$ cat src/verilog/oms_consts.vh
// Constants for the operating mode select block
`ifndef OMS_CONSTS_VH
`define OMS_CONSTS_VH

// Register byte address: word index times four on the 32-bit bus
`define OMS_MODE_INDEX      8'h0B
`define OMS_MODE_ADDR       10'h02C

// Field positions in the mode register
`define OMS_BIT_NORMAL      7
`define OMS_BIT_SEL_B       6
`define OMS_BIT_SEL_A       5
`define OMS_BIT_STRETCH     4
`define OMS_BIT_VIS         3
`define OMS_BIT_BUS_STOP    2
`define OMS_BIT_ZERO        1
`define OMS_BIT_EMUL_E      0

// Reset values of the low option bits
`define OMS_OPT_RST_SPECIAL 5'h19
`define OMS_OPT_RST_NORMAL  5'h10

// Mode codes: normal flag, select B, select A
`define OMS_M_NSC           3'h4
`define OMS_M_NEN           3'h5
`define OMS_M_RSV           3'h6
`define OMS_M_NEW           3'h7
`define OMS_M_SSC           3'h0
`define OMS_M_SEN           3'h1
`define OMS_M_SPR           3'h2
`define OMS_M_SEW           3'h3

// Debug map windows
`define OMS_DBG_ROM_LO      16'hFF20
`define OMS_DBG_REG_LO      16'hFF00
`define OMS_DBG_REG_HI      16'hFF06

`endif

$ cat src/verilog/oms_narrow_seq.v
// Narrow-bus sequencer splitting a 16-bit transfer into two byte cycles
`timescale 1ns/1ps
`default_nettype none

module oms_narrow_seq (
    // Clock and reset
    input  wire        core_clk,
    input  wire        rst_n,
    // Request
    input  wire        req,
    input  wire        narrow,
    input  wire [15:0] addr,
    input  wire [15:0] wdata,
    // Bus side
    output reg  [15:0] bus_addr_reg,
    output reg  [7:0]  bus_data_reg,
    output reg         bus_valid_reg,
    output reg         busy_reg
);
    reg        second_reg;
    reg [7:0]  low_reg;

    always @(posedge core_clk or negedge rst_n) begin
        if (!rst_n) begin
            bus_addr_reg  <= 16'h0000;
            bus_data_reg  <= 8'h00;
            bus_valid_reg <= 1'b0;
            busy_reg      <= 1'b0;
            second_reg    <= 1'b0;
            low_reg       <= 8'h00;
        end else if (second_reg) begin
            bus_addr_reg  <= bus_addr_reg + 16'h0001;
            bus_data_reg  <= low_reg;
            second_reg    <= 1'b0;
            busy_reg      <= 1'b0;
        end else if (req && !busy_reg) begin
            bus_addr_reg  <= addr;
            bus_valid_reg <= 1'b1;
            bus_data_reg  <= narrow ? wdata[15:8] : wdata[7:0];
            low_reg       <= wdata[7:0];
            second_reg    <= narrow;
            busy_reg      <= narrow;
        end else begin
            bus_valid_reg <= 1'b0;
        end
    end
endmodule // oms_narrow_seq

`default_nettype wire

$ cat src/verilog/oms_mode_select.v
// Operating mode select with mode register on classic Wishbone
`timescale 1ns/1ps
`default_nettype none
`include "oms_consts.vh"

// Operation
// - Capture debug and mode pins at reset release
// - Decode eight modes, reserved forced to peripheral
// - Single chip: no external bus, ports GPIO
// - Expanded wide: ports A and B 16-bit
// - Narrow: byte data on A, high first
// - Second narrow byte uses address plus one
// - Normal modes protect bits, special allows more
// - Special single chip starts debug active
// - Peripheral mode: processor idle, reset only
// - Otherwise debug enabled, then command or instruction
// - Active debug maps ROM and debug registers
// - Active debug supplies vectors, hides user top
// - Mode register layout and mode-dependent reset
// - Mode register unmapped in peripheral mode
// - Mode bits read current captured mode
// - Normal flag written in special, first ignored
// - Select bits once normal, special after first
// - Refuse writes selecting peripheral or reserved
// - Stretch enable reads one when expanded
// - Visibility once normal, special after first
// - Bus stop writable normal, never special
// - Emulate port E unmaps port E when expanded
module oms_mode_select (
    // Clock and reset
    input  wire        core_clk,
    input  wire        rst_n,
    // Mode pins
    input  wire        debug_pin,
    input  wire        mode_select_b,
    input  wire        mode_select_a,
    // Wishbone slave
    input  wire        wb_cyc_i,
    input  wire        wb_stb_i,
    input  wire        wb_we_i,
    input  wire [9:0]  wb_adr_i,
    input  wire [3:0]  wb_sel_i,
    input  wire [31:0] wb_dat_i,
    output reg  [31:0] wb_dat_o,
    output reg         wb_ack_o,
    // Debug control
    input  wire        debug_enable,
    input  wire        debug_serial_cmd,
    input  wire        halt_to_debug_instr,
    input  wire        debug_exit,
    // Core address for map decode
    input  wire [15:0] core_addr,
    // External transfer request
    input  wire        ext_req,
    input  wire [15:0] ext_addr,
    input  wire [15:0] ext_wdata,
    // Mode outputs
    output reg         normal_mode_reg,
    output reg         single_chip_reg,
    output reg         expanded_wide_reg,
    output reg         expanded_narrow_reg,
    output reg         peripheral_mode_reg,
    output reg         cpu_halt_reg,
    output reg         protect_reg,
    output reg         background_debug_reg,
    output reg         dbg_rom_sel_reg,
    output reg         dbg_regs_sel_reg,
    output reg         user_top_hidden_reg,
    output reg         port_e_mapped_reg,
    output reg         clock_stretch_reg,
    output reg         vis_active_reg,
    output reg         bus_stop_wait_reg,
    // External bus
    output reg  [15:0] ext_bus_addr_reg,
    output reg  [15:0] ext_bus_data_reg,
    output reg         ext_bus_valid_reg,
    output reg         ext_busy_reg
);
    // Pin synchronisers
    reg  [2:0] pin_s1_reg;
    reg  [2:0] pin_s2_reg;
    reg        started_reg;
    reg  [2:0] mode_reg;
    reg        stretch_reg;
    reg        vis_reg;
    reg        bstop_reg;
    reg        emul_reg;
    reg        wr_seen_reg;
    reg        sel_wr_once_reg;
    reg        stretch_once_reg;
    reg        vis_once_reg;
    reg        emul_once_reg;
    reg        dbg_reg;

    wire [15:0] ns_addr;
    wire [7:0]  ns_data;
    wire        ns_valid;
    wire        ns_busy;

    function is_special;
        input [2:0] m;
        begin
            // Reserved code is forced to peripheral, which is a special mode
            is_special = ~m[2] || (m == `OMS_M_RSV);
        end
    endfunction

    function is_single;
        input [2:0] m;
        begin
            is_single = (m[1:0] == 2'b00);
        end
    endfunction

    function is_periph;
        input [2:0] m;
        begin
            is_periph = (m == `OMS_M_SPR) || (m == `OMS_M_RSV);
        end
    endfunction

    function is_wide;
        input [2:0] m;
        begin
            is_wide = (m[1:0] == 2'b11);
        end
    endfunction

    function is_narrow;
        input [2:0] m;
        begin
            is_narrow = (m[1:0] == 2'b01);
        end
    endfunction

    wire       special   = is_special(mode_reg);
    wire       expanded  = is_wide(mode_reg) | is_narrow(mode_reg);
    wire       reg_hit   = (wb_adr_i == `OMS_MODE_ADDR) && !is_periph(mode_reg);
    wire       wb_req    = wb_cyc_i && wb_stb_i && !wb_ack_o;
    wire       wr        = wb_req && wb_we_i && wb_sel_i[0] && reg_hit;
    wire [7:0] wd        = wb_dat_i[7:0];
    wire [2:0] new_mode  = {wd[`OMS_BIT_NORMAL], wd[`OMS_BIT_SEL_B], wd[`OMS_BIT_SEL_A]};
    wire       first_wr  = !wr_seen_reg;
    wire [7:0] mode_byte = {mode_reg, (expanded | stretch_reg), vis_reg, bstop_reg,
                            1'b0, emul_reg};

    // Mode and option next values
    reg  [2:0] mode_next;
    reg        stretch_next;
    reg        vis_next;
    reg        bstop_next;
    reg        emul_next;

    always @* begin
        mode_next    = mode_reg;
        stretch_next = stretch_reg;
        vis_next     = vis_reg;
        bstop_next   = bstop_reg;
        emul_next    = emul_reg;
        if (special) begin
            if (!first_wr) begin
                mode_next[2]   = wd[`OMS_BIT_NORMAL];
                mode_next[1:0] = new_mode[1:0];
                vis_next       = wd[`OMS_BIT_VIS];
                emul_next      = wd[`OMS_BIT_EMUL_E];
            end
            stretch_next = wd[`OMS_BIT_STRETCH];
        end else begin
            if (!sel_wr_once_reg) begin
                mode_next[1:0] = new_mode[1:0];
            end
            if (!stretch_once_reg) begin
                stretch_next = wd[`OMS_BIT_STRETCH];
            end
            if (!vis_once_reg) begin
                vis_next = wd[`OMS_BIT_VIS];
            end
            if (!emul_once_reg) begin
                emul_next = wd[`OMS_BIT_EMUL_E];
            end
            bstop_next = wd[`OMS_BIT_BUS_STOP];
        end
        if (is_periph(mode_next)) begin
            mode_next = mode_reg;
        end
    end

    always @(posedge core_clk or negedge rst_n) begin
        if (!rst_n) begin
            pin_s1_reg <= 3'h0;
            pin_s2_reg <= 3'h0;
        end else begin
            pin_s1_reg <= {debug_pin, mode_select_b, mode_select_a};
            pin_s2_reg <= pin_s1_reg;
        end
    end

    // Pins are caught on the third edge after release: both synchroniser stages
    // start from reset, so the strap level only reaches the second stage on edge two
    reg [1:0] cap_cnt_reg;
    wire [4:0] opt_rst = pin_s2_reg[2] ? `OMS_OPT_RST_NORMAL : `OMS_OPT_RST_SPECIAL;

    always @(posedge core_clk or negedge rst_n) begin
        if (!rst_n) begin
            cap_cnt_reg      <= 2'h0;
            started_reg      <= 1'b0;
            mode_reg         <= 3'h0;
            stretch_reg      <= 1'b1;
            vis_reg          <= 1'b0;
            bstop_reg        <= 1'b0;
            emul_reg         <= 1'b0;
            wr_seen_reg      <= 1'b0;
            sel_wr_once_reg  <= 1'b0;
            stretch_once_reg <= 1'b0;
            vis_once_reg     <= 1'b0;
            emul_once_reg    <= 1'b0;
            wb_ack_o         <= 1'b0;
            wb_dat_o         <= 32'h0000_0000;
        end else if (!started_reg) begin
            cap_cnt_reg <= cap_cnt_reg + 2'h1;
            if (cap_cnt_reg == 2'h2) begin
                started_reg <= 1'b1;
                mode_reg    <= pin_s2_reg;
                // Bit one is the constant zero field and has no storage
                {stretch_reg, vis_reg, bstop_reg, emul_reg} <= {opt_rst[4:2], opt_rst[0]};
            end
        end else begin
            wb_ack_o <= wb_req;
            wb_dat_o <= 32'h0000_0000;
            if (wb_req && !wb_we_i && reg_hit) begin
                wb_dat_o <= {24'h00_0000, mode_byte};
            end
            if (wr) begin
                wr_seen_reg <= 1'b1;
                mode_reg    <= mode_next;
                stretch_reg <= stretch_next;
                vis_reg     <= vis_next;
                bstop_reg   <= bstop_next;
                emul_reg    <= emul_next;
                if (!special) begin
                    sel_wr_once_reg  <= 1'b1;
                    stretch_once_reg <= 1'b1;
                    vis_once_reg     <= 1'b1;
                    emul_once_reg    <= 1'b1;
                end
            end
        end
    end

    // Debug state: special single chip starts active
    always @(posedge core_clk or negedge rst_n) begin
        if (!rst_n) begin
            dbg_reg <= 1'b0;
        end else if (!started_reg) begin
            dbg_reg <= (cap_cnt_reg == 2'h2) && (pin_s2_reg == `OMS_M_SSC);
        end else if (debug_exit) begin
            dbg_reg <= 1'b0;
        end else if (debug_enable && (debug_serial_cmd || halt_to_debug_instr)) begin
            dbg_reg <= 1'b1;
        end
    end

    // Registered mode outputs
    always @(posedge core_clk or negedge rst_n) begin
        if (!rst_n) begin
            normal_mode_reg      <= 1'b0;
            single_chip_reg      <= 1'b0;
            expanded_wide_reg    <= 1'b0;
            expanded_narrow_reg  <= 1'b0;
            peripheral_mode_reg  <= 1'b0;
            cpu_halt_reg         <= 1'b1;
            protect_reg          <= 1'b0;
            background_debug_reg <= 1'b0;
            dbg_rom_sel_reg      <= 1'b0;
            dbg_regs_sel_reg     <= 1'b0;
            user_top_hidden_reg  <= 1'b0;
            port_e_mapped_reg    <= 1'b1;
            clock_stretch_reg    <= 1'b0;
            vis_active_reg       <= 1'b0;
            bus_stop_wait_reg    <= 1'b0;
        end else begin
            normal_mode_reg      <= started_reg & ~special;
            single_chip_reg      <= started_reg & is_single(mode_reg);
            expanded_wide_reg    <= started_reg & is_wide(mode_reg);
            expanded_narrow_reg  <= started_reg & is_narrow(mode_reg);
            peripheral_mode_reg  <= started_reg & is_periph(mode_reg);
            cpu_halt_reg         <= !started_reg | is_periph(mode_reg);
            protect_reg          <= started_reg & ~special;
            background_debug_reg <= dbg_reg;
            dbg_rom_sel_reg      <= dbg_reg && (core_addr >= `OMS_DBG_ROM_LO);
            dbg_regs_sel_reg     <= dbg_reg && (core_addr >= `OMS_DBG_REG_LO)
                                    && (core_addr <= `OMS_DBG_REG_HI);
            user_top_hidden_reg  <= dbg_reg && (core_addr >= `OMS_DBG_REG_LO);
            port_e_mapped_reg    <= !(expanded && emul_reg) && !is_periph(mode_reg);
            clock_stretch_reg    <= expanded | stretch_reg;
            vis_active_reg       <= vis_reg & ~is_single(mode_reg);
            bus_stop_wait_reg    <= bstop_reg;
        end
    end

    oms_narrow_seq u_narrow (
        .core_clk      (core_clk),
        .rst_n         (rst_n),
        .req           (ext_req && expanded && started_reg),
        .narrow        (is_narrow(mode_reg)),
        .addr          (ext_addr),
        .wdata         (ext_wdata),
        .bus_addr_reg  (ns_addr),
        .bus_data_reg  (ns_data),
        .bus_valid_reg (ns_valid),
        .busy_reg      (ns_busy)
    );

    // External bus outputs; wide mode carries the full word
    reg [15:0] wide_data_reg;
    always @(posedge core_clk or negedge rst_n) begin
        if (!rst_n) begin
            wide_data_reg <= 16'h0000;
        end else if (ext_req && !ns_busy) begin
            wide_data_reg <= ext_wdata;
        end
    end

    always @(posedge core_clk or negedge rst_n) begin
        if (!rst_n) begin
            ext_bus_addr_reg  <= 16'h0000;
            ext_bus_data_reg  <= 16'h0000;
            ext_bus_valid_reg <= 1'b0;
            ext_busy_reg      <= 1'b0;
        end else begin
            ext_bus_addr_reg  <= ns_addr;
            ext_bus_data_reg  <= is_wide(mode_reg) ? wide_data_reg : {8'h00, ns_data};
            ext_bus_valid_reg <= ns_valid;
            ext_busy_reg      <= ns_busy;
        end
    end
endmodule // oms_mode_select

`default_nettype wire

$ cat config.mk
export PLATFORM = sky130hd
export DESIGN_NAME = oms_mode_select
export DESIGN_NICKNAME = d
export VERILOG_FILES = /design/src/verilog/oms_narrow_seq.v /design/src/verilog/oms_mode_select.v
export VERILOG_INCLUDE_DIRS = /design/src /design/src/verilog
export SDC_FILE = /design/constraint.sdc
export NUM_CORES = 1
export LEC_CHECK = 0
export ABC_AREA = 1
export BUFFER_PORTS_ARGS = -buffer_cell sky130_fd_sc_hd__buf_4
export CORE_ASPECT_RATIO = 1.4
export CORE_MARGIN = 3
export CORE_UTILIZATION = 40
export DETAILED_ROUTE_END_ITERATION = 16
export PLACE_DENSITY = 0.66
export SLEW_MARGIN = 20
export SYNTH_ARGS = -nofsm -noshare
export SYNTH_HDL_FRONTEND = slang
export SYNTH_SLANG_ARGS = --single-unit
$ cat constraint.sdc
create_clock -name core_clk -period 3 [get_ports core_clk]
set_input_delay 0.15 -clock core_clk [delete_from_list [all_inputs] [get_ports core_clk]]
set_output_delay 0.15 -clock core_clk [all_outputs]
set_load 0.01 [all_outputs]
-- Yosys cells after proc, flatten, opt, wreduce, memory -nomap -nowiden
Index checks and enable logic that the tools add are counted.
- $add $sub $neg: 2
- muxes and demuxes: 47
- reductions and logical operators: 40
- bitwise operators: 13
- order comparisons: 3
- divide/modulo/power cells: 0
- equal/unequal tests: 14
- shifts and indexed selects: 0
- multipliers: 0
- operators with widths (operator ; number):
    2-to-1 mux 16 bit ; 3
    >= comparator 16 bit (second input constant) ; 2
    2-to-1 mux 1 bit ; 32
    2-to-1 mux 8 bit ; 4
    logical AND 1 bit ; 19
    adder 16 x 1 -> 16 bit (second input constant) ; 1
    less-or-equal comparator 16 bit (second input constant) ; 1
    2-to-1 mux 3 bit ; 5
    AND reduction 3 bit ; 4
    equality test 10 x 6 -> 1 bit (second input constant) ; 1
    AND 1 bit ; 6
    equality test 3 x 2 -> 1 bit (second input constant) ; 2
    equality test 3 bit (second input constant) ; 2
    logical NOT 1 bit ; 6
    inequality test 3 x 2 -> 1 bit (second input constant) ; 2
    equality test 2 bit (second input constant) ; 2
    logical OR 1 bit ; 4
    2-to-1 mux 2 bit ; 2
    2-to-1 mux 4 bit ; 1
    inequality test 2 bit (second input constant) ; 2
    inverter 1 bit ; 4
    AND reduction 2 bit ; 2
    AND reduction 4 bit ; 1
    nonzero test 2 bit ; 2
    7 further kinds ; 9
- output and inout bits: 82
- register bits: 151
- bits in latches: 0
- memory bits (writable): 0
- memories kept: 0
- bits in read-only memories: 0

-- Longest topological paths before layout
Gate-level depths: netlist of the first run.
- word-level depth: 8
- depth in mapped cells: 11

-- By module
Synthesis of the first run repeated with hierarchy kept, for this count alone.
- cells, all modules: 586
- area, all modules: 5481.5 um^2
- modules (own cells, without submodules) (module ; area each (um^2) ; instances ; sequential area each (um^2) ; cells an instance):
    oms_mode_select ; 3572.2 ; 1 ; 2280.9 ; 325
    oms_narrow_seq ; 1909.3 ; 1 ; 875.8 ; 261

-- Worst setup path before layout of the first run
No wires, ideal clock.
- path type: register to register
- from: reg u_narrow.bus_addr_reg[0]
- to: reg u_narrow.bus_addr_reg[8]
- required time: 2.876 ns
- path buffers: 0
- setup slack: 1.674 ns
- data arrival time: 1.202 ns
- stages on the path, launching flop included: 9
- cells stage by stage: dfrtp_1 ha_1 nand2_1 nor2_2 nand3_2 inv_1 nand2_1 o21ai_0 o21bai_1
- longest elaborated chain between the ends: 2
- ends and longest elaborated chain (what ; RTL line ; text):
    start, declared ; oms_narrow_seq.v:15 ; output reg [15:0] bus_addr_reg,
    start signal, assigned ; oms_narrow_seq.v:32 ; bus_addr_reg <= bus_addr_reg + 16'h0001;
    start signal, assigned ; oms_narrow_seq.v:37 ; bus_addr_reg <= addr;
    adder 16 x 1 -> 16 bit ; oms_narrow_seq.v:32 ;
    2-to-1 mux 16 bit ; oms_narrow_seq.v:31 ; end else if (second_reg) begin
Every way passes these cells.
A chain may end at the register's enable or synchronous reset.

-- Worst setup path in the final report of the first run
- from: reg u_narrow.busy_reg
- to: reg u_narrow.bus_addr_reg[9]
- longest elaborated chain between the ends: 3
- ends and longest elaborated chain (what ; RTL line ; text):
    start, declared ; oms_narrow_seq.v:18 ; output reg busy_reg
    start signal, assigned ; oms_narrow_seq.v:42 ; busy_reg <= narrow;
    logical NOT 1 bit ; oms_narrow_seq.v:36 ; end else if (req && !busy_reg) begin
    logical AND 1 bit ; oms_narrow_seq.v:36 ;
    nonzero test 2 bit (no line) ; -- ;
Every way passes these cells.

==> key figures, run 1 <==
Yosys
  – Synth async-reset ratio: 100.0%
  – Avg Cell Area, Syn: 9.274 um^2
  – Synth warn: 0
  – Synth area leaders: dfrtp_1, nand2_1, o21ai_0
  – #FFs+latches synth: 126
  – Post-synthesis cell count: 582
  – Dominant synthesized flop cell: dfrtp_1
  – Synth top area share: 57.02%
  – EDFF count, synth: 0
  – Dominant cell type by area after synthesis: dfrtp_1
  – Netlist cell types: 37
  – Mapped cell area: 0.005398 mm^2
  – Sequential share of the synthesized area: 58.48%

Floorplanning
  – Die H: 143.4 um
  – FP Rows: 49
  – Core Area: 0.01300 mm^2
  – Die Footprint: 0.01494 mm^2
  – Die X: 104.2 um
  – I/O pin count: 189
  – Initial cell density of the core: 41.53%

Clocking
  – Post-CTS Resized: 0
  – Post-CTS setup repair buffer count: 0
  – CTS tree: yes
  – Number of buffers created by CTS: 17
  – Root Driver: clkbuf_16
  – Max Buffers Root-to-Sink: 2
  – CTS H-tree lvls: 4
  – TritonCTS Sinks: 126
  – Clock transition at path regs: 0.06 ns
  – Cts hold-fix bufs: 21
  – Worst-skew pair later-pin latency: 0.42 ns

Worst setup path
  – Startpoint Class: flop
  – Setup CP Type: reg2reg
  – CP Capture Type: flop
  – Max FO, Critical Path: 34
  – Worst-path cell chain: inv_1, nand2_1, buf_4, nor2_1, nand2_1, inv_2, nand2_1, o21ai_0, o21bai_1
  – Critical Path Max Stage Delay: 0.35 ns
  – Delay-heaviest family, CP: buffers and inverters
  – CP dominant cell by count: nand2_1
  – CP Buf/Inv Count: 3
  – CP Data Arrival Time: 2.20 ns
  – Critical path required time: 3.29 ns
  – Slowest stage cell, crit path: dfrtp_1

Pwr
  – Pleak: 3.794 nW
  – Peak supply drop: 373.0 uV
  – Pwr Density: 611.9 mW/mm^2

Placement
  – Post-Place Worst Slack: 1.083 ns
  – HPWL Detailed: 9.095 mm
  – Final estimated routing congestion in global placement: 0.8518
  – Placed cell count: 881
  – I/O Buffers: 135
  – Post-DP Area: 0.006479 mm^2

STA
  – Skew final: 0.008569 ns
  – Final hold vios: 0
  – Post-layout min period: 1.907 ns
  – RSZ-0062 raised after global routing: false
  – PnR worst setup slack: 1.093 ns
  – Slew @ Worst Pin: 0.7568 ns
  – Total negative setup slack: 0 ns
  – Achievable frequency: 0.5244 GHz
  – Setup violators final: 0
  – Max-slew violation count: 0
  – Slew Limit Headroom: 49.55%
  – Final Cycle Share: 63.56%

Cells and area
  – Layout cells sized above 1: 27.51%
  – Non-Filler Cell Area, Final: 0.007425 mm^2
  – Synthesis-to-finish area growth: 37.55%
  – Ant diodes: 0
  – Non-Filler Instances: 934
  – Fillers: 1186
  – Fin util: 57.12%
  – Nets: 852

Detailed routing
  – Total Wirelength: 12.98 mm
  – ANT nets after route: 0
  – First-pass iteration count of the detailed router: 4
  – Vias per cell: 4.736
  – Initial DRC Count: 175
  – Drt drc: 0
  – Routed vias: 4423
  – Wire per inst: 13.90 um

Global route
  – Grt met1 use: 20.88%
  – Initial antenna violation count: 0
  – Met2 usage: 30.97%
  – Met3 global-route usage: 4.899%
  – GR Overflow Total: 0
  – Vias in the first global route: 4398
  – First-pass GRT wire length: 21.03 mm
  – GR peak layer: met2
  – Pin count of the biggest net entering global routing: 62
  – Total track usage: 17.85%

Flow run
  – Max-cap check violation count: 0

Worst hold path
  – Hold Crit Class: in2reg

Run status
  – Status: finished, final reports clean
## path summary, 6_finish.rpt
path	from	endpoint	slack, ns	depth (start not counted)
worst max-delay path	u_narrow.busy_reg$_DFFE_PN0P_	u_narrow.bus_addr_reg[9]$_DFFE_PN0P_	1.09	9
worst min-delay path	ext_wdata[11]	u_narrow.bus_data_reg[3]$_DFFE_PN0P_	0.02	3
worst max register to register	u_narrow.busy_reg$_DFFE_PN0P_	u_narrow.bus_addr_reg[9]$_DFFE_PN0P_	1.09	9
worst min register to register	pin_s1_reg[2]$_DFF_PN0_	pin_s2_reg[2]$_DFF_PN0_	0.35	0
max in group asynchronous	rst_n	wide_data_reg[13]$_DFFE_PN0P_	1.85	3
min in group asynchronous	rst_n	u_narrow.bus_addr_reg[12]$_DFFE_PN0P_	0.35	2
## worst reg2reg max path, delay by kind of cell (launching register included)
kind,cells,cell delay [ns]
AOI/OAI and AO/OA,2,0.25
buffers and inverters,3,0.60
DFF,1,0.35
and+or+nand+nor,4,0.59
## cell type report
type                       instances  area, um^2  share of cell area [%]
tap                              178       222.7                   3.000
inverter                          59       224.0                   3.017
clock buffer                      19       452.9                   6.100
timing repair buffer             162        1281                   17.26
multi-input combinational        377        1804                   24.30
sequential                       126        3157                   42.52
clock inverter                    13       282.8                   3.809
## logic make-up after synthesis
family | count (synthesis) | share of synthesized area (%)
other cells | 1 | 0.06947
compound gates | 100 | 9.921
buf+inv | 103 | 9.759
flops | 126 | 58.48
xor+xnor | 3 | 0.4869
fa+ha+maj | 2 | 0.4635
simple gates | 239 | 19.15
mux | 8 | 1.669
## cells in the final DEF (no fill, tap or decap), types with 4 or more instances in the layout
cell type      instances
nand4_1                7
o21ai_1               14
inv_1                 56
o21ai_0               47
dfrtp_1              123
buf_4                140
nand3_1               26
clkbuf_16             17
o211ai_1               4
nand2_2                7
conb_1                25
bufinv_16              8
mux2_2                 8
nor3_1                 7
nand2_1              134
dlygate4sd3_1         21
nor2_1                44
a21oi_1               26
## per-layer routing
layer	part of all wire, %	wire [um]	up-vias
met2	51	6630	167
met4	2.5	327	0
met3	6.3	823	26
met5	0	0	-
met1	40	5200	2083
li1	-	-	2147
## metrics by stage
step | total power [W] | hold WS, ns
2_1_floorplan | 0.001876 | -0.1456
3_3_place_gp | 0.002014 | 0.2616
3_5_place_dp | 0.002019 | 0.2617
4_1_cts | 0.004589 | 0.004444
5_1_grt | 0.004685 | 0.005912
6_report | 0.004543 | 0.01596
## synth_stat cells (all sizes together), types with 7 or more instances
cell	count
nand3	29
a21oi	27
nand4	7
o21ai	61
nand2	143
mux2	8
dfrtp	123
nor2	47
inv	59
nor3	8
buf	39
## report_power, final
group	leakage (nW)	internal, W	switching, W
clock	0.354	0.00178	0.000760
sequential	1.38	0.00173	0.0000152
combinational	2.06	0.000132	0.000131
total	3.79	0.00364	0.000906
Power figures use the tool's default switching activity.
==> inputs of run 2 (changes only) <==
--- a/config.mk
+++ b/config.mk
@@ -12,7 +12,7 @@
 export CORE_MARGIN = 3
 export CORE_UTILIZATION = 40
 export DETAILED_ROUTE_END_ITERATION = 16
-export PLACE_DENSITY = 0.66
+export PLACE_DENSITY = 0.69
 export SLEW_MARGIN = 20
 export SYNTH_ARGS = -nofsm -noshare
 export SYNTH_HDL_FRONTEND = slang
==> constraint.sdc (replaced) <==
create_clock -name core_clk -period 1.7 [get_ports core_clk]
set_input_delay 0.085 -clock core_clk [delete_from_list [all_inputs] [get_ports core_clk]]
set_output_delay 0.085 -clock core_clk [all_outputs]
set_load 0.01 [all_outputs]
==> run 2 against run 1 <==
Effect of this change:
- critical path depth decreased by 1
- first-iteration DRC count is 4.6% lower
- clock skew is 0.00054 ns higher
- wire length rose by 3.5%
- worst setup slack lost 0.90 ns
- sequential power up 77%
- count of clock-buffer cells in the layout rose by 5
- largest cell class unchanged
==> key figures, run 2 (synthesized netlist as in run 1, its figures left out) <==
Placement
  – HPWL Detailed: 9.147 mm (was 9.095 mm)
  – Final estimated routing congestion in global placement: 0.8562 (was 0.8518)
  – Post-DP Area: 0.006529 mm^2 (was 0.006479 mm^2)
  – I/O Buffers: 135 (unchanged)

Detailed routing
  – Vias per cell: 4.737 (was 4.736)
  – Drt drc: 0 (unchanged)
  – Initial DRC Count: 167 (was 175)
  – Total Wirelength: 13.44 mm (was 12.98 mm)
  – First-pass iteration count of the detailed router: 5 (was 4)
  – ANT nets after route: 0 (unchanged)
  – Routed vias: 4552 (was 4423)
  – Wire per inst: 13.98 um (was 13.90 um)

Floorplanning
  – FP Rows: 49 (unchanged)
  – I/O pin count: 189 (unchanged)
  – Core Area: 0.01300 mm^2 (unchanged)
  – Die X: 104.2 um (unchanged)
  – Die H: 143.4 um (unchanged)
  – Initial cell density of the core: 41.53% (unchanged)
  – Die Footprint: 0.01494 mm^2 (unchanged)

STA
  – Final hold vios: 0 (unchanged)
  – Max-slew violation count: 0 (unchanged)
  – Setup violators final: 0 (unchanged)
  – Final Cycle Share: 88.76% (was 63.56%)
  – Post-layout min period: 1.509 ns (was 1.907 ns)
  – WHS: 0.009710 ns (was 0.01596 ns)
  – Total negative setup slack: 0 ns (unchanged)
  – Achievable frequency: 0.6627 GHz (was 0.5244 GHz)
  – Skew final: 0.009104 ns (was 0.008569 ns)
  – RSZ-0062 raised after global routing: false (unchanged)

Clocking
  – CTS tree: yes (unchanged)
  – CTS H-tree lvls: 4 (unchanged)
  – Max Buffers Root-to-Sink: 2 (unchanged)
  – Worst-skew pair later-pin latency: 0.42 ns (about the same)
  – Root Driver: clkbuf_16 (unchanged)
  – Clock transition at path regs: 0.06 ns (about the same)
  – TritonCTS Sinks: 126 (unchanged)
  – Number of buffers created by CTS: 17 (unchanged)

Global route
  – Vias in the first global route: 4484 (was 4398)
  – First-pass GRT wire length: 21.44 mm (was 21.03 mm)
  – GR Overflow Total: 0 (unchanged)
  – Initial antenna violation count: 0 (unchanged)
  – Total track usage: 18.12% (was 17.85%)
  – Pin count of the biggest net entering global routing: 52 (was 62)

Cells and area
  – Layout cells sized above 1: 27.08% (was 27.51%)
  – Nets: 879 (was 852)
  – Synthesis-to-finish area growth: 40.73% (was 37.55%)
  – Register Area: 0.003158 mm^2 (was 0.003157 mm^2)
  – Multi-input logic area: 0.001809 mm^2 (was 0.001804 mm^2)
  – Non-Filler Cell Area, Final: 0.007596 mm^2 (was 0.007425 mm^2)
  – Fin util: 58.44% (was 57.12%)
  – Fillers: 1148 (was 1186)
  – Ant diodes: 0 (unchanged)
  – Commonest non-fill, non-tap cells in the layout: buf_4, nand2_1, dfrtp_1 (unchanged)
  – Commonest non-fill, non-tap cell in the layout: buf_4 (unchanged)

Worst setup path
  – Critical path required time: 2.00 ns (was 3.29 ns)
  – CP Data Arrival Time: 1.81 ns (was 2.20 ns)
  – CP Capture Type: flop (unchanged)
  – CP dominant cell by count: nand2_1 (unchanged)
  – Setup CP Type: reg2reg (unchanged)
  – Max FO, Critical Path: 5 (was 34)
  – Critical Path Max Stage Delay: 0.42 ns (was 0.35 ns)
  – CP Buf/Inv Count: 0 (was 3)
  – Worst-path cell chain: ha_1, nand2_1, nor2_4, nand3_2, nor2_1, nand4_1, nand3_1, nand2_1 (was inv_1, nand2_1, buf_4, nor2_1, nand2_1, inv_2, nand2_1, o21ai_0, o21bai_1)
  – Slowest stage cell, crit path: dfrtp_1 (unchanged)
  – Startpoint Class: flop (unchanged)
  – Delay-heaviest family, CP: simple AND/OR/NAND/NOR gates (was buffers and inverters)

Run status
  – Status: finished, final reports clean (unchanged)

Pwr
  – Tot Pwr: 0.007393 W (was 0.004543 W)
  – Pwr Density: 973.3 mW/mm^2 (was 611.9 mW/mm^2)
  – Pleak: 3.857 nW (was 3.794 nW)
  – Peak supply drop: 638.7 uV (was 373.0 uV)

Flow run
  – Max-cap check violation count: 0 (unchanged)

Worst hold path
  – Hold Crit Class: in2reg (unchanged)
run 2: changes by cell type in the layout (fill, tap and decap cells not counted):
cell | previous run | this run
dfrtp_1 | 123 | 122
nor2_4 | 0 | 1
dfrtp_2 | 0 | 1
clkbuf_8 | 2 | 5
clkinv_4 | 3 | 1
nor2_2 | 3 | 2
bufinv_16 | 8 | 3
buf_4 | 140 | 144
clkinvlp_4 | 1 | 4
dlygate4sd3_1 | 21 | 43
buf_12 | 1 | 2
inv_6 | 1 | 0
clkbuf_1 | 0 | 2
run 2: path summary, 6_finish.rpt:
check                           depth (start not counted)  slack, ns                                  from                                     to
worst max-delay path                                    8       0.19  u_narrow.bus_addr_reg[0]$_DFFE_PN0P_  u_narrow.bus_addr_reg[10]$_DFFE_PN0P_
worst min-delay path                                    5       0.01                              wb_stb_i                   wb_ack_o$_DFFE_PN0P_
worst max register to register                          8       0.19  u_narrow.bus_addr_reg[0]$_DFFE_PN0P_  u_narrow.bus_addr_reg[10]$_DFFE_PN0P_
worst min register to register                          0       0.35               pin_s1_reg[0]$_DFF_PN0_                pin_s2_reg[0]$_DFF_PN0_
max in group asynchronous                               3       0.94                                 rst_n                 cpu_halt_reg$_DFF_PN1_
min in group asynchronous                               2       0.13                                 rst_n         ext_bus_addr_reg[12]$_DFF_PN0_
run 2: final cells by class:
| type | instances | share of cell area (%) |
|---|---|---|
| sequential | 126 | 41.57 |
| clock buffer | 24 | 6.605 |
| tap | 178 | 2.932 |
| clock inverter | 8 | 1.697 |
| multi-input combinational | 377 | 23.82 |
| timing repair buffer | 189 | 20.42 |
| inverter | 59 | 2.948 |
run 2: stage by stage:
stage                     setup slack, ns  cells
after global placement             0.2018    886
after detailed placement           0.1632    886
after CTS                          0.1458    961
after global routing              0.03415    961
after floorplan                    0.3741    606
final                              0.1911    961
run 2: metal layers:
layer  part of all wire [%]  global-route usage [%]  wire length (um)
met2                     53                   32.41              7067
met4                    2.0                   7.913               263
met1                     40                   21.00              5420
met3                    5.1                   4.045               687
met5                      0                       0                 0
run 2: worst register-to-register path: stages, from the launching register on:
cell     delay [ns]
dfrtp_1        0.42
ha_1           0.21
nand2_1        0.11
nor2_4         0.15
nand3_2        0.12
nor2_1         0.16
nand4_1        0.10
nand3_1        0.09
nand2_1        0.05
run 2: power by group:
group	switching, W	internal [W]	total, W
clock	0.00129	0.00250	0.00380
sequential	0.0000241	0.00305	0.00308
combinational	0.000248	0.000271	0.000519
run 2: repair_timing:
action                     4_1_cts  5_1_grt
gates resized for setup          0        2
hold buffers                    43        0
setup endpoints to repair        0        2
hold endpoints to repair       177        0
buffers inserted                 0        0
==> inputs of run 3 (changes only) <==
--- a/config.mk
+++ b/config.mk
@@ -12,7 +12,7 @@
 export CORE_MARGIN = 3
 export CORE_UTILIZATION = 40
 export DETAILED_ROUTE_END_ITERATION = 16
-export PLACE_DENSITY = 0.69
+export PLACE_DENSITY = 0.66
 export SLEW_MARGIN = 20
 export SYNTH_ARGS = -nofsm -noshare
 export SYNTH_HDL_FRONTEND = slang
==> constraint.sdc (replaced) <==
create_clock -name core_clk -period 1.55 [get_ports core_clk]
set_input_delay 0.0775 -clock core_clk [delete_from_list [all_inputs] [get_ports core_clk]]
set_output_delay 0.0775 -clock core_clk [all_outputs]
set_load 0.01 [all_outputs]
==> run 3 against run 2 <==
Effect of this change:
- final area is 2.0% higher
- largest power group unchanged
- sequential share of layout area fell by 0.80 points
- sequential power is 9.7% higher
- core utilization increased by 1.2 points
- sequential cell count stayed put
- final cell count rose by 1.4%
- count of clock-buffer cells in the layout shrank 4
- via count up 0.15%
- worst setup slack lost 0.13 ns
- critical endpoint is now u_narrow.bus_addr_reg[11]$_DFFE_PN0P_
- critical path depth unchanged
==> key figures, run 3 (synthesized netlist as in run 1, its figures left out) <==
Pwr
  – Cell internal pwr: 0.006502 W (was 0.005826 W)
  – Pleak: 3.934 nW (was 3.857 nW)
  – Switching share of power: 20.69% (was 21.19%)
  – Tot Pwr: 0.008198 W (was 0.007393 W)
  – Clock Power Share: 51.6% (was 51.4%)
  – Reg power frac: 41.2% (was 41.6%)
  – Pwr Density: 1058 mW/mm^2 (was 973.3 mW/mm^2)
  – Comb pwr share: 7.2% (was 7.0%)
  – Peak supply drop: 717.6 uV (was 638.7 uV)
  – Psw: 0.001696 W (was 0.001567 W)

Detailed routing
  – First-pass iteration count of the detailed router: 4 (was 5)
  – DR top layer: met4 (unchanged)
  – Routed vias: 4559 (was 4552)
  – Met2 WL: 7.178 mm (was 7.067 mm)
  – Vias per cell: 4.681 (was 4.737)
  – Met3 wire len: 795 um (was 687 um)
  – Wire per inst: 13.94 um (was 13.98 um)
  – ANT nets after route: 0 (unchanged)
  – WL met1: 5.357 mm (was 5.420 mm)
  – Total Wirelength: 13.57 mm (was 13.44 mm)
  – Initial DRC Count: 178 (was 167)
  – Drt drc: 0 (unchanged)

Placement
  – I/O Buffers: 135 (unchanged)
  – HPWL Detailed: 9.371 mm (was 9.147 mm)
  – Placed cell count: 894 (was 886)
  – Final estimated routing congestion in global placement: 0.8979 (was 0.8562)
  – Post-DP Area: 0.006601 mm^2 (was 0.006529 mm^2)

STA
  – Achievable frequency: 0.6695 GHz (was 0.6627 GHz)
  – Skew final: 0.006728 ns (was 0.009104 ns)
  – Total negative setup slack: 0 ns (unchanged)
  – RSZ-0062 raised after global routing: true (was false)
  – Final Cycle Share: 96.36% (was 88.76%)
  – Post-layout min period: 1.494 ns (was 1.509 ns)
  – Max-slew violation count: 0 (unchanged)
  – Final hold vios: 0 (unchanged)
  – Setup violators final: 0 (unchanged)

Floorplanning
  – Initial cell density of the core: 41.53% (unchanged)
  – Die Footprint: 0.01494 mm^2 (unchanged)
  – FP Rows: 49 (unchanged)
  – I/O pin count: 189 (unchanged)
  – Die X: 104.2 um (unchanged)
  – Die H: 143.4 um (unchanged)
  – Core Area: 0.01300 mm^2 (unchanged)

Global route
  – Pin count of the biggest net entering global routing: 43 (was 52)
  – GR Overflow Total: 0 (unchanged)
  – Vias in the first global route: 4625 (was 4484)
  – First-pass GRT wire length: 22.02 mm (was 21.44 mm)
  – Initial antenna violation count: 0 (unchanged)
  – Total track usage: 18.39% (was 18.12%)

Cells and area
  – Commonest non-fill, non-tap cells in the layout: buf_4, nand2_1, dfrtp_1 (unchanged)
  – Synthesis-to-finish area growth: 43.60% (was 40.73%)
  – Nets: 893 (was 879)
  – Non-Filler Cell Area, Final: 0.007751 mm^2 (was 0.007596 mm^2)
  – Non-Filler Instances: 974 (was 961)
  – Ant diodes: 0 (unchanged)
  – Layout cells sized above 1: 28.02% (was 27.08%)
  – Fin util: 59.64% (was 58.44%)
  – Commonest non-fill, non-tap cell in the layout: buf_4 (unchanged)

Clocking
  – Clock transition at path regs: 0.06 ns (about the same)
  – Worst-skew pair later-pin latency: 0.41 ns (was 0.42 ns)
  – TritonCTS Sinks: 126 (unchanged)
  – Number of buffers created by CTS: 17 (unchanged)
  – CTS tree: yes (unchanged)
  – CTS H-tree lvls: 4 (unchanged)
  – Root Driver: clkbuf_16 (unchanged)
  – Max Buffers Root-to-Sink: 2 (unchanged)

Worst setup path
  – CP Capture Type: flop (unchanged)
  – Critical path required time: 1.85 ns (was 2.00 ns)
  – Setup CP Type: reg2reg (unchanged)
  – Startpoint Class: flop (unchanged)
  – CP Data Arrival Time: 1.79 ns (was 1.81 ns)
  – Max FO, Critical Path: 6 (was 5)

Run status
  – Status: finished, final reports clean (unchanged)

Flow run
  – Max-cap check violation count: 0 (unchanged)

Worst hold path
  – Hold Crit Class: in2reg (unchanged)
[run 3: cell types whose count changed in the layout (fill, tap and decap cells not counted), moves of 2 or more]
cell / previous run / this run
dfrtp_1: 122 / 120
bufinv_16: 3 / 5
buf_4: 144 / 152
clkbuf_8: 5 / 0
dlygate4sd3_1: 43 / 48
dfrtp_2: 1 / 3
clkinv_2: 0 / 2
[run 3: layer usage]
layer  vias to the layer above  track usage, %
met1                      2156           21.01
met5                         -               0
li1                       2224               -
met3                        22           5.034
met2                       157           33.03
met4                         0           7.003
[run 3: path summary, 6_finish.rpt]
check	cells after the start	to	start	slack (ns)
min in group asynchronous	2	ext_bus_addr_reg[12]$_DFF_PN0_	rst_n	0.11
min reg2reg	0	pin_s2_reg[2]$_DFF_PN0_	pin_s1_reg[2]$_DFF_PN0_	0.35
max in group asynchronous	3	stretch_reg$_DFFE_PN1P_	rst_n	0.81
min	4	dbg_regs_sel_reg$_DFF_PN0_	core_addr[3]	0.02
max reg2reg	8	u_narrow.bus_addr_reg[11]$_DFFE_PN0P_	u_narrow.bus_addr_reg[0]$_DFFE_PN0P_	0.06
max	8	u_narrow.bus_addr_reg[11]$_DFFE_PN0P_	u_narrow.bus_addr_reg[0]$_DFFE_PN0P_	0.06
[run 3: power by group through the flow]
stage | registers, W | logic, W | clock network, W
floorplan | 0.00344 | 0.000189 | 0
finish | 0.00338 | 0.000590 | 0.00423
global placement | 0.00343 | 0.000495 | 0
detailed placement | 0.00343 | 0.000500 | 0
global route | 0.00338 | 0.000648 | 0.00446
CTS | 0.00337 | 0.000596 | 0.00432
[run 3: layout make-up]
class	count	area (um^2)
clock buffer	20	436.7
clock inverter	11	191.4
fill	1111	5246
inverter	59	224.0
multi-input combinational	377	1834
sequential	126	3161
tap	178	222.7
timing repair buffer	203	1682
[run 3: per-stage QoR]
| step | setup slack [ns] | hold slack [ns] |
|---|---|---|
| 3_5_place_dp | 0.01089 | 0.003931 |
| 3_3_place_gp | 0.08272 | 0.0002880 |
| 4_1_cts | 0.002352 | 0.002845 |
| 5_1_grt | -0.06024 | 0.03099 |
| 2_1_floorplan | 0.2241 | -0.2181 |
| 6_report | 0.05639 | 0.01789 |
[run 3: critical path, stage by stage, from the launching register on]
cell,delay [ns]
dfrtp_1,0.39
buf_4,0.16
nand3_1,0.18
nor2_4,0.21
nand3_4,0.13
inv_1,0.12
nand3_1,0.07
nand3_1,0.08
nand2_1,0.05
[run 3: timing repair]
item	4_1_cts	5_1_grt
setup buffers	0	1
endpoints found under the setup margin	0	25
gates resized for setup	0	10
hold endpoints to repair	180	0
hold buffers	48	0
